## config.mk

```make
export PLATFORM = sky130hd
export DESIGN_NAME = aofr_output_format
export DESIGN_NICKNAME = d
export VERILOG_FILES = /design/src/rtl/aofr_pkg.sv /design/src/rtl/aofr_output_format.sv
export VERILOG_INCLUDE_DIRS = /design/src /design/src/rtl
export SDC_FILE = /design/constraint.sdc
export NUM_CORES = 1
export LEC_CHECK = 0
export ABC_AREA = 1
export BUFFER_PORTS_ARGS = -buffer_cell sky130_fd_sc_hd__buf_2
export CAP_MARGIN = 20
export CORE_AREA = 8 8 92 110
export CTS_CLUSTER_SIZE = 20
export DETAILED_ROUTE_END_ITERATION = 10
export DIE_AREA = 0 0 100 118
export PLACE_DENSITY = 0.81
export SLEW_MARGIN = 20
export SYNTH_ARGS = -nofsm -noshare
export SYNTH_HDL_FRONTEND = slang
export SYNTH_SLANG_ARGS = --single-unit
```

## constraint.sdc

```tcl
create_clock -name i_clk_sys -period 1.8 [get_ports i_clk_sys]
set_input_delay 0.09 -clock i_clk_sys [delete_from_list [all_inputs] [get_ports i_clk_sys]]
set_output_delay 0.09 -clock i_clk_sys [all_outputs]
set_load 0.03 [all_outputs]
```

## src/rtl/aofr_defines.svh

```systemverilog
// register offsets, field positions and reset values for the output format register bank
`ifndef AOFR_DEFINES_SVH
`define AOFR_DEFINES_SVH
`define AOFR_ADDR_W 8
`define AOFR_OFS_OFFSET_TRIM 8'h10
`define AOFR_OFS_MODE 8'h14
`define AOFR_OFS_DRIVE 8'h15
`define AOFR_OFS_PHASE 8'h16
`define AOFR_OFS_DELAY 8'h17
`define AOFR_OFS_PATT_LO 8'h19
`define AOFR_OFS_PATT_HI 8'h1a
`define AOFR_RST_OFFSET_TRIM 8'h00
`define AOFR_RST_MODE 8'h00
`define AOFR_RST_DRIVE 8'h22
`define AOFR_RST_PHASE 8'h00
`define AOFR_RST_DELAY 8'h00
`define AOFR_RST_PATT 8'h00
`define AOFR_MODE_FMT_LSB 0
`define AOFR_MODE_INV_BIT 2
`define AOFR_MODE_ODIS_BIT 4
`define AOFR_MODE_MUX_BIT 5
`define AOFR_PHASE_POL_BIT 7
`define AOFR_TEST_USER 4'h8
`define AOFR_MODE_WR_MASK 8'hf7
`define AOFR_PHASE_WR_MASK 8'h87
`define AOFR_DELAY_WR_MASK 8'ha7
`endif

```

## src/rtl/aofr_pkg.sv

```systemverilog
// types for the output format register bank
package aofr_pkg;
	typedef enum logic [1:0] {
		AOFR_FMT_OFFSET = 2'h0,
		AOFR_FMT_TWOS = 2'h1,
		AOFR_FMT_GRAY = 2'h2,
		AOFR_FMT_OFFSET2 = 2'h3
	} aofr_fmt_t;
endpackage

```

## src/rtl/aofr_output_format.sv

```systemverilog
// output format register bank with sample formatting and output clock phase selection
`timescale 1ns/1ps
`include "aofr_defines.svh"
module aofr_output_format
	import aofr_pkg::*;
#(
	parameter int DATA_W = 16
) (
	// clock and reset
	input wire logic i_clk_sys,
	input wire logic i_srst,
	// register port
	input wire logic i_reg_wr,
	input wire logic i_reg_rd,
	input wire logic [7:0] i_reg_addr,
	input wire logic [7:0] i_reg_wdata,
	output logic [7:0] o_reg_rdata,
	output logic o_reg_rvalid,
	// converter side
	input wire logic i_smp_valid,
	input wire logic [DATA_W-1:0] i_smp_data,
	input wire logic [3:0] i_test_mode,
	input wire logic [2:0] i_clk_div_ratio,
	// output side
	output logic [DATA_W-1:0] o_out_data,
	output logic o_output_disable_bar,
	output logic o_data_output_clock,
	output logic o_mux_enable,
	output logic [7:0] o_offset_trim,
	output logic [7:0] o_drive_strength,
	output logic [7:0] o_fine_delay
);
	// elaboration check: pattern word and formats are fixed at 16 bits
	if (DATA_W != 16) begin : g_width_check
		$error("data width must be 16");
	end

	logic [7:0] trim_reg, mode_reg, drive_reg, phase_reg, delay_reg, patt_lo_reg, patt_hi_reg;
	logic [7:0] rdata_next;
	logic [DATA_W-1:0] fmt_next;
	logic [DATA_W-1:0] patt_word;
	logic [2:0] div_cnt_reg;
	logic [7:0] clk_hist_reg;
	logic base_clk;
	aofr_fmt_t fmt;

	// register writes
	always_ff @(posedge i_clk_sys) begin
		if (i_srst) begin
			trim_reg <= `AOFR_RST_OFFSET_TRIM;
			mode_reg <= `AOFR_RST_MODE;
			drive_reg <= `AOFR_RST_DRIVE;
			phase_reg <= `AOFR_RST_PHASE;
			delay_reg <= `AOFR_RST_DELAY;
			patt_lo_reg <= `AOFR_RST_PATT;
			patt_hi_reg <= `AOFR_RST_PATT;
		end else if (i_reg_wr) begin
			case (i_reg_addr)
				`AOFR_OFS_OFFSET_TRIM: trim_reg <= i_reg_wdata;
				`AOFR_OFS_MODE: mode_reg <= i_reg_wdata & `AOFR_MODE_WR_MASK;
				`AOFR_OFS_DRIVE: drive_reg <= i_reg_wdata;
				`AOFR_OFS_PHASE: phase_reg <= i_reg_wdata & `AOFR_PHASE_WR_MASK;
				`AOFR_OFS_DELAY: delay_reg <= i_reg_wdata & `AOFR_DELAY_WR_MASK;
				`AOFR_OFS_PATT_LO: patt_lo_reg <= i_reg_wdata;
				`AOFR_OFS_PATT_HI: patt_hi_reg <= i_reg_wdata;
				default: ;
			endcase
		end
	end

	// register reads, unmapped reads as zero
	always_comb begin
		case (i_reg_addr)
			`AOFR_OFS_OFFSET_TRIM: rdata_next = trim_reg;
			`AOFR_OFS_MODE: rdata_next = mode_reg;
			`AOFR_OFS_DRIVE: rdata_next = drive_reg;
			`AOFR_OFS_PHASE: rdata_next = phase_reg;
			`AOFR_OFS_DELAY: rdata_next = delay_reg;
			`AOFR_OFS_PATT_LO: rdata_next = patt_lo_reg;
			`AOFR_OFS_PATT_HI: rdata_next = patt_hi_reg;
			default: rdata_next = 8'h00;
		endcase
	end

	always_ff @(posedge i_clk_sys) begin
		if (i_srst) begin
			o_reg_rdata <= 8'h00;
			o_reg_rvalid <= 1'b0;
		end else begin
			o_reg_rvalid <= i_reg_rd;
			if (i_reg_rd) begin
				o_reg_rdata <= rdata_next;
			end
		end
	end

	assign patt_word = {patt_hi_reg, patt_lo_reg};
	assign fmt = aofr_fmt_t'(mode_reg[`AOFR_MODE_FMT_LSB +: 2]);

	// data formatting; input samples are offset binary
	always_comb begin
		fmt_next = i_smp_data;
		case (fmt)
			AOFR_FMT_TWOS: fmt_next = {~i_smp_data[DATA_W-1], i_smp_data[DATA_W-2:0]};
			AOFR_FMT_GRAY: fmt_next = i_smp_data ^ (i_smp_data >> 1);
			default: fmt_next = i_smp_data;
		endcase
		if (mode_reg[`AOFR_MODE_INV_BIT]) begin
			fmt_next = ~fmt_next;
		end
		if (i_test_mode == `AOFR_TEST_USER) begin
			fmt_next = patt_word;
		end
	end

	// data latching timing does not depend on phase settings
	always_ff @(posedge i_clk_sys) begin
		if (i_srst) begin
			o_out_data <= '0;
		end else if (i_smp_valid || i_test_mode == `AOFR_TEST_USER) begin
			o_out_data <= fmt_next;
		end
	end

	// clock divider phase counter
	always_ff @(posedge i_clk_sys) begin
		if (i_srst || div_cnt_reg >= i_clk_div_ratio) begin
			div_cnt_reg <= 3'h0;
		end else begin
			div_cnt_reg <= div_cnt_reg + 3'h1;
		end
	end

	// divided clock high for first half of the divide period
	assign base_clk = (i_clk_div_ratio == 3'h0) ? ~clk_hist_reg[0] :
		({1'b0, div_cnt_reg} <= ({1'b0, i_clk_div_ratio} >> 1));

	// history of divided clock, tap selects phase delay
	always_ff @(posedge i_clk_sys) begin
		if (i_srst) begin
			clk_hist_reg <= 8'h00;
		end else begin
			clk_hist_reg <= {clk_hist_reg[6:0], base_clk};
		end
	end

	always_ff @(posedge i_clk_sys) begin
		if (i_srst) begin
			o_data_output_clock <= 1'b0;
		end else begin
			o_data_output_clock <= clk_hist_reg[phase_reg[2:0]]
				^ phase_reg[`AOFR_PHASE_POL_BIT];
		end
	end

	assign o_output_disable_bar = mode_reg[`AOFR_MODE_ODIS_BIT];
	assign o_mux_enable = mode_reg[`AOFR_MODE_MUX_BIT];
	assign o_offset_trim = trim_reg;
	assign o_drive_strength = drive_reg;
	assign o_fine_delay = delay_reg;

	// checks
	// clock history is given seven cycles after reset before delay checks apply
	logic [2:0] settle_cnt;
	logic past_ok;
	always_ff @(posedge i_clk_sys) begin
		if (i_srst) begin
			settle_cnt <= 3'h0;
		end else if (settle_cnt != 3'h7) begin
			settle_cnt <= settle_cnt + 3'h1;
		end
	end
	assign past_ok = (settle_cnt == 3'h7);

	a_fmt_twos: assert property (@(posedge i_clk_sys) disable iff (i_srst)
		i_smp_valid && i_test_mode != `AOFR_TEST_USER && fmt == AOFR_FMT_TWOS
		&& !mode_reg[`AOFR_MODE_INV_BIT] && !i_reg_wr
		|=> o_out_data == {~$past(i_smp_data[DATA_W-1]), $past(i_smp_data[DATA_W-2:0])})
		else $error("two's complement output wrong");
	a_fmt_gray: assert property (@(posedge i_clk_sys) disable iff (i_srst)
		i_smp_valid && i_test_mode != `AOFR_TEST_USER && fmt == AOFR_FMT_GRAY
		&& !mode_reg[`AOFR_MODE_INV_BIT] && !i_reg_wr
		|=> o_out_data == ($past(i_smp_data) ^ ($past(i_smp_data) >> 1)))
		else $error("gray output wrong");
	a_fmt_offset: assert property (@(posedge i_clk_sys) disable iff (i_srst)
		i_smp_valid && i_test_mode != `AOFR_TEST_USER && fmt[0] == fmt[1]
		&& !mode_reg[`AOFR_MODE_INV_BIT] && !i_reg_wr
		|=> o_out_data == $past(i_smp_data))
		else $error("offset binary output wrong");
	a_phase_delay: assert property (@(posedge i_clk_sys) disable iff (i_srst)
		past_ok && phase_reg == 8'h03 && $stable(phase_reg)
		|=> o_data_output_clock == $past(base_clk, 5))
		else $error("phase delay mismatch");
	a_phase_zero: assert property (@(posedge i_clk_sys) disable iff (i_srst)
		past_ok && phase_reg == 8'h00 && $stable(phase_reg)
		|=> o_data_output_clock == $past(base_clk, 2))
		else $error("zero phase delay mismatch");
	a_div_phase: assert property (@(posedge i_clk_sys) disable iff (i_srst)
		i_clk_div_ratio != 3'h0 && div_cnt_reg == 3'h0 |-> base_clk)
		else $error("divider phase wrong");
	a_div_low: assert property (@(posedge i_clk_sys) disable iff (i_srst)
		i_clk_div_ratio != 3'h0 && div_cnt_reg == i_clk_div_ratio |-> !base_clk)
		else $error("divider last phase not low");
	a_div_wrap: assert property (@(posedge i_clk_sys) disable iff (i_srst)
		i_clk_div_ratio != 3'h0 && div_cnt_reg == i_clk_div_ratio |=> div_cnt_reg == 3'h0)
		else $error("divider count did not wrap");
	a_latch_fixed: assert property (@(posedge i_clk_sys) disable iff (i_srst)
		!i_smp_valid && i_test_mode != `AOFR_TEST_USER |=> $stable(o_out_data))
		else $error("data moved without sample");
	a_user_patt: assert property (@(posedge i_clk_sys) disable iff (i_srst)
		i_test_mode == `AOFR_TEST_USER && !i_reg_wr |=> o_out_data == $past(patt_word))
		else $error("user pattern not on outputs");
	a_patt_order: assert property (@(posedge i_clk_sys) disable iff (i_srst)
		i_reg_wr && i_reg_addr == `AOFR_OFS_PATT_HI |=> patt_word[15:8] == $past(i_reg_wdata))
		else $error("pattern high byte wrong");

	c_user: cover property (@(posedge i_clk_sys) i_test_mode == `AOFR_TEST_USER);
	c_gray: cover property (@(posedge i_clk_sys) i_smp_valid && fmt == AOFR_FMT_GRAY);
	c_phase7: cover property (@(posedge i_clk_sys) phase_reg[2:0] == 3'h7);
	c_pol: cover property (@(posedge i_clk_sys) phase_reg[`AOFR_PHASE_POL_BIT]);
	c_div: cover property (@(posedge i_clk_sys) i_clk_div_ratio == 3'h5 && div_cnt_reg == 3'h5);
endmodule // aofr_output_format

```

# Yosys cells after proc, flatten, opt, wreduce, memory -nomap -nowiden
# Index checks and enable logic that the tools add are counted.
# W data, S select, Z words.
[classes]
n_bitwise = 5
add_sub_neg = 1
mux = 7
order_cmp = 3
eq_ne = 10
reduce_logical = 10
[ops]
columns = ["cell", "count"]
rows = [
  ["$eq A8 B5 Y1 const B", 7],
  ["$pmux W8 S7", 1],
  ["$mux W16", 2],
  ["$pmux W16 S2", 1],
  ["$not A16 Y16", 1],
  ["$xor A16 B15 Y16", 1],
  ["$reduce_and A2 Y1", 7],
  ["$eq A4 B4 Y1 const B", 1],
  ["$lt A3 B4 Y1 const B", 1],
  ["$add A3 B1 Y3 const B", 1],
  ["$bmux W1 S3", 1],
  ["$ge A3 B3 Y1", 1],
  ["$le A3 B2 Y1", 1],
  ["$logic_not A3 Y1", 1],
  ["$eq A2 B1 Y1 const B", 1],
  ["$eq A2 B2 Y1 const B", 1],
  ["$logic_or A1 B1 Y1", 2],
  ["$mux W1", 2],
  ["$not A1 Y1", 2],
  ["$xor A1 B1 Y1", 1],
]
[word_totals]
inputBits = 44
output_inout_bits = 52
wordCells = 49
register_bits = 85

# Longest topological paths before layout
[depth]
ltp_word = 5
mapped_depth = 11
depth_no_buf = 9

# Worst setup path before layout
# No wires, ideal clock.
[synth_timing]
path_kind = "reg2reg"
start = "register mode_reg[0]"
end = "register o_out_data[13]"
path_buffers = 1
setup_slack_ns = 0.164
required_ns = 1.672
path_stages_with_launch = 11
synth_period_minus_slack_ns = 1.636
arrival_time_ns = 1.508
setup_ns = 0.128
path_cell_list = "dfxtp_1 > inv_1 > ha_1 > inv_1 > nand2_2 > clkbuf_1 > o21ai_0 > nand2_1 > xor2_1 > a21oi_1 > nor2_1"
[synth_between]
elab_chain_cells = 5
word_cells_on_any_way = 6
cone_classes = "eq/ne: 2; mux: 3; bitwise: 1"
[synth_rtl]
columns = ["item", "line_no", "text"]
rows = [
  ["start: declaration", "aofr_output_format.sv:38", "logic [7:0] trim_reg, mode_reg, drive_reg, phase_reg, delay_reg, patt_lo_reg, patt_hi_reg;"],
  ["start signal: assignment", "aofr_output_format.sv:51", "mode_reg <= `AOFR_RST_MODE;"],
  ["start signal: assignment", "aofr_output_format.sv:60", "`AOFR_OFS_MODE: mode_reg <= i_reg_wdata & `AOFR_MODE_WR_MASK;"],
  ["$eq A2 B2 Y1 or $eq A2 B1 Y1 (tied branches)", "aofr_output_format.sv:103", "case (fmt)"],
  ["$pmux W16 S2 (*)", "aofr_output_format.sv:103", ""],
  ["$not A16 Y16", "aofr_output_format.sv:109", "fmt_next = ~fmt_next;"],
  ["$mux W16 (*)", "aofr_output_format.sv:108", "if (mode_reg[`AOFR_MODE_INV_BIT]) begin"],
  ["$mux W16 (*)", "aofr_output_format.sv:111", "if (i_test_mode == `AOFR_TEST_USER) begin"],
  ["end signal: assignment", "aofr_output_format.sv:121", "o_out_data <= fmt_next;"],
  ["end: declaration", "aofr_output_format.sv:25", "output logic [DATA_W-1:0] o_out_data,"],
]
# Mark *: on every way between the ends. The rest lies on a longest branch, timed or not.
# A chain may end at the register's enable or synchronous reset.

# Final worst setup path
[layout_timing]
start = "register mode_reg[0]"
end = "register o_out_data[4]"
# The elaborated chain is that of the path after synthesis.

==> metrics.csv <==
metric;value;unit
yosysWarningCount;0;
muxShareOfSynthArea;0;%
io_buffers;92;
cts_made_buffers;9;
post-place-ws;4.583;ps
crit_path_max_incr_delay;360;ps
finalHoldViolCount;0;
row_count;37;
synth_area_per_cell;6.930;µm²
fin_crit;1619;ps
finalSetupViolations;0;
crit_required;2050;ps
synthAdderAreaFrac;2.243;%
cts.path.max_buffers;2;
antenna_found_initial;0;
yosysSeqAreaShare;38.13;%
hold_class;in -> reg;
ant_nets;0;
critPathKind;reg -> reg;
grt_usage;21.77;%
wl_per_cell;14.93;µm
final_cell_area;5213;µm²
gp_congestion;0.9306;
cts_root_buf;clkbuf_8;
final_max_slew_viol_count;0;
fin_crit_sh;89.96;%
synth_area;4463;µm²
top_register;o_out_data;
core_area;8426;µm²
cts_setup_buffers;0;
yosys.area_share.simple;27.11;%
pin_count;96;
vdd_drop_max;0.0004400;V
dr.pass1.iters;5;
cts_num_sinks;85;
p_leak;2.385;nW
grt_pass1_vias;4494;
die_height;118;µm
syn_to_final_growth;16.79;%
setup.worst_path.end_class;flip-flop;
die_w;100;µm
tns;0;ps
cts_tree;done;
largest_register_ffs;16;
synth_compound_area_share;18.47;%
finalNetCount;784;
routed_wl;12740;µm
synth_top_family_by_area;simple AND/OR/NAND/NOR gates;
crit_arrival;1870;ps
start_util;52.97;%
htree_levels;3;
synthCells;644;
slowest_stage;dfxtp_2;
first_iter_violations;407;
drc_errors;0;
critPathTopFamily;flip-flops;
startpoint_type;flip-flop;
powerDensity;722.5;nW/µm²
cap_violations;0;
grt_overflow;0;
worst-path-buf-inv;2;
grt_max_degree;39;
synth-seq-cells;85;
rsz0062_at_grt;no;
fillers;803;
n_antenna_cell;0;
grt_pass1_wl;21100;µm
setup_ws;180.6;ps
drive_above_1_share;20.38;%
via_per_inst;5.370;
synth_cell_types;33;
synthXorXnorAreaFrac;3.336;%
placed_cell_area;5010;µm²
skew;12.36;ps
routed-via-count;4581;
instances_no_fill;853;
path_cells;inv_1, ha_4, inv_2, nand2_4, o21ai_0, nand2_1, xor2_1, a21oi_1, nor2_1;
status;finished clean;
fin_util;61.87;%
clock.fmax;0.6175;GHz
ctsHoldBuffers;0;
dp_cells;838;
crit_path_max_fanout;14;
clk_pin_slew;90;ps
dp_hpwl;9806;µm
clock_latency;370;ps
die_area;11800;µm²
[area by class of cell]
cell class / instances / area [µm²] / area share, %
clock inverter: 5 / 52.55 / 1.008
timing repair buffer: 105 / 574.3 / 11.02
sequential: 85 / 1703 / 32.67
multi-input combinational: 452 / 2312 / 44.36
tap: 117 / 146.4 / 2.808
inverter: 79 / 296.5 / 5.689
clock buffer: 10 / 127.6 / 2.448
[where the power goes]
part	internal, mW	switching [mW]
clock network	0.627	0.673
logic	0.171	0.336
registers	1.93	0.0305
[final timing paths]
check / slack (ps) / endpoint / cells after the start / from
worst min-delay path: 20 / o_offset_trim[3] / 3 / i_reg_wdata[3]
worst min register to register: 430 / clk_hist_reg[5] / 2 / clk_hist_reg[4]
worst max-delay path: 180 / o_out_data[4] / 9 / mode_reg[0]
worst max register to register: 180 / o_out_data[4] / 9 / mode_reg[0]
[kinds of logic (layout without fill, tap and decap cells)]
group                    after synthesis  after routing
XOR/XNOR                              17             17
other                                  1              3
AO/OA/AOI/OAI                        160            160
AND/OR/NAND/NOR                      264            264
adder cells (fa/ha/maj)                8              8
flip-flops                            85             85
buffers and inverters                109            199
[worst min-delay path, stage by stage]
cell,delay [ps]
buf_2,90
inv_1,70
a21oi_1,110
[what timing repair did]
| item | 4_1_cts | 5_1_grt |
|---|---|---|
| setup endpoints to repair | 2 | 15 |
| endpoints found under the hold margin | 0 | 0 |
| resized for setup | 2 | 7 |
[stage by stage]
stage	power, mW	hold slack (ps)
5_1_grt	3.931	38.00
2_1_floorplan	2.334	257.5
6_report	3.766	22.96
3_3_place_gp	2.481	383.8
3_5_place_dp	2.506	392.1
4_1_cts	3.773	7.799
[synth_stat cells (all sizes together)]
cell type,count,area (µm²)
dfxtp,85,1702
o21ai,79,395.4
conb,1,3.750
a21oi,73,369.1
o2111ai,1,8.760
a211oi,4,30.03
nor2,63,296.5
o211ai,2,15.01
nand2,126,498.0
nand4,1,12.51
xnor2,1,8.760
a31oi,1,6.260
xor2,16,140.1
buf,20,140.1
clkinv,2,7.510
inv,77,289.0
nand3,70,355.3
clkbuf,10,37.54
ha,8,100.1
nor3,4,47.54
[layout by cell type, fill, tap and decap left out, types with 2 or more instances in the layout]
cell type | netlist | routed
nor2_4 | 7 | 7
nand2_1 | 118 | 118
nor2_1 | 53 | 53
a211oi_1 | 4 | 4
a21oi_1 | 72 | 72
buf_2 | 7 | 92
clkinv_2 | 0 | 3
nor3_4 | 2 | 2
inv_2 | 4 | 5
inv_1 | 73 | 72
dfxtp_1 | 85 | 84
o21ai_0 | 70 | 66
nand3_1 | 69 | 69
o21ai_1 | 9 | 13
o211ai_1 | 2 | 2
buf_4 | 7 | 11
xor2_1 | 16 | 16
nand2_4 | 1 | 2
clkinv_1 | 2 | 2
nor2_2 | 3 | 3
conb_1 | 1 | 3
nand2_2 | 7 | 6
ha_1 | 8 | 7
clkbuf_8 | 0 | 9
[layer usage]
metal | up-vias | global-route usage (%) | part of all wire, %
met5 | - | 0 | 0
met4 | 0 | 10.71 | 3.0
met3 | 32 | 5.799 | 7.0
met2 | 164 | 35.73 | 48
li1 | 2267 | - | -
met1 | 2118 | 25.33 | 42
Power figures use the tool's default switching activity.
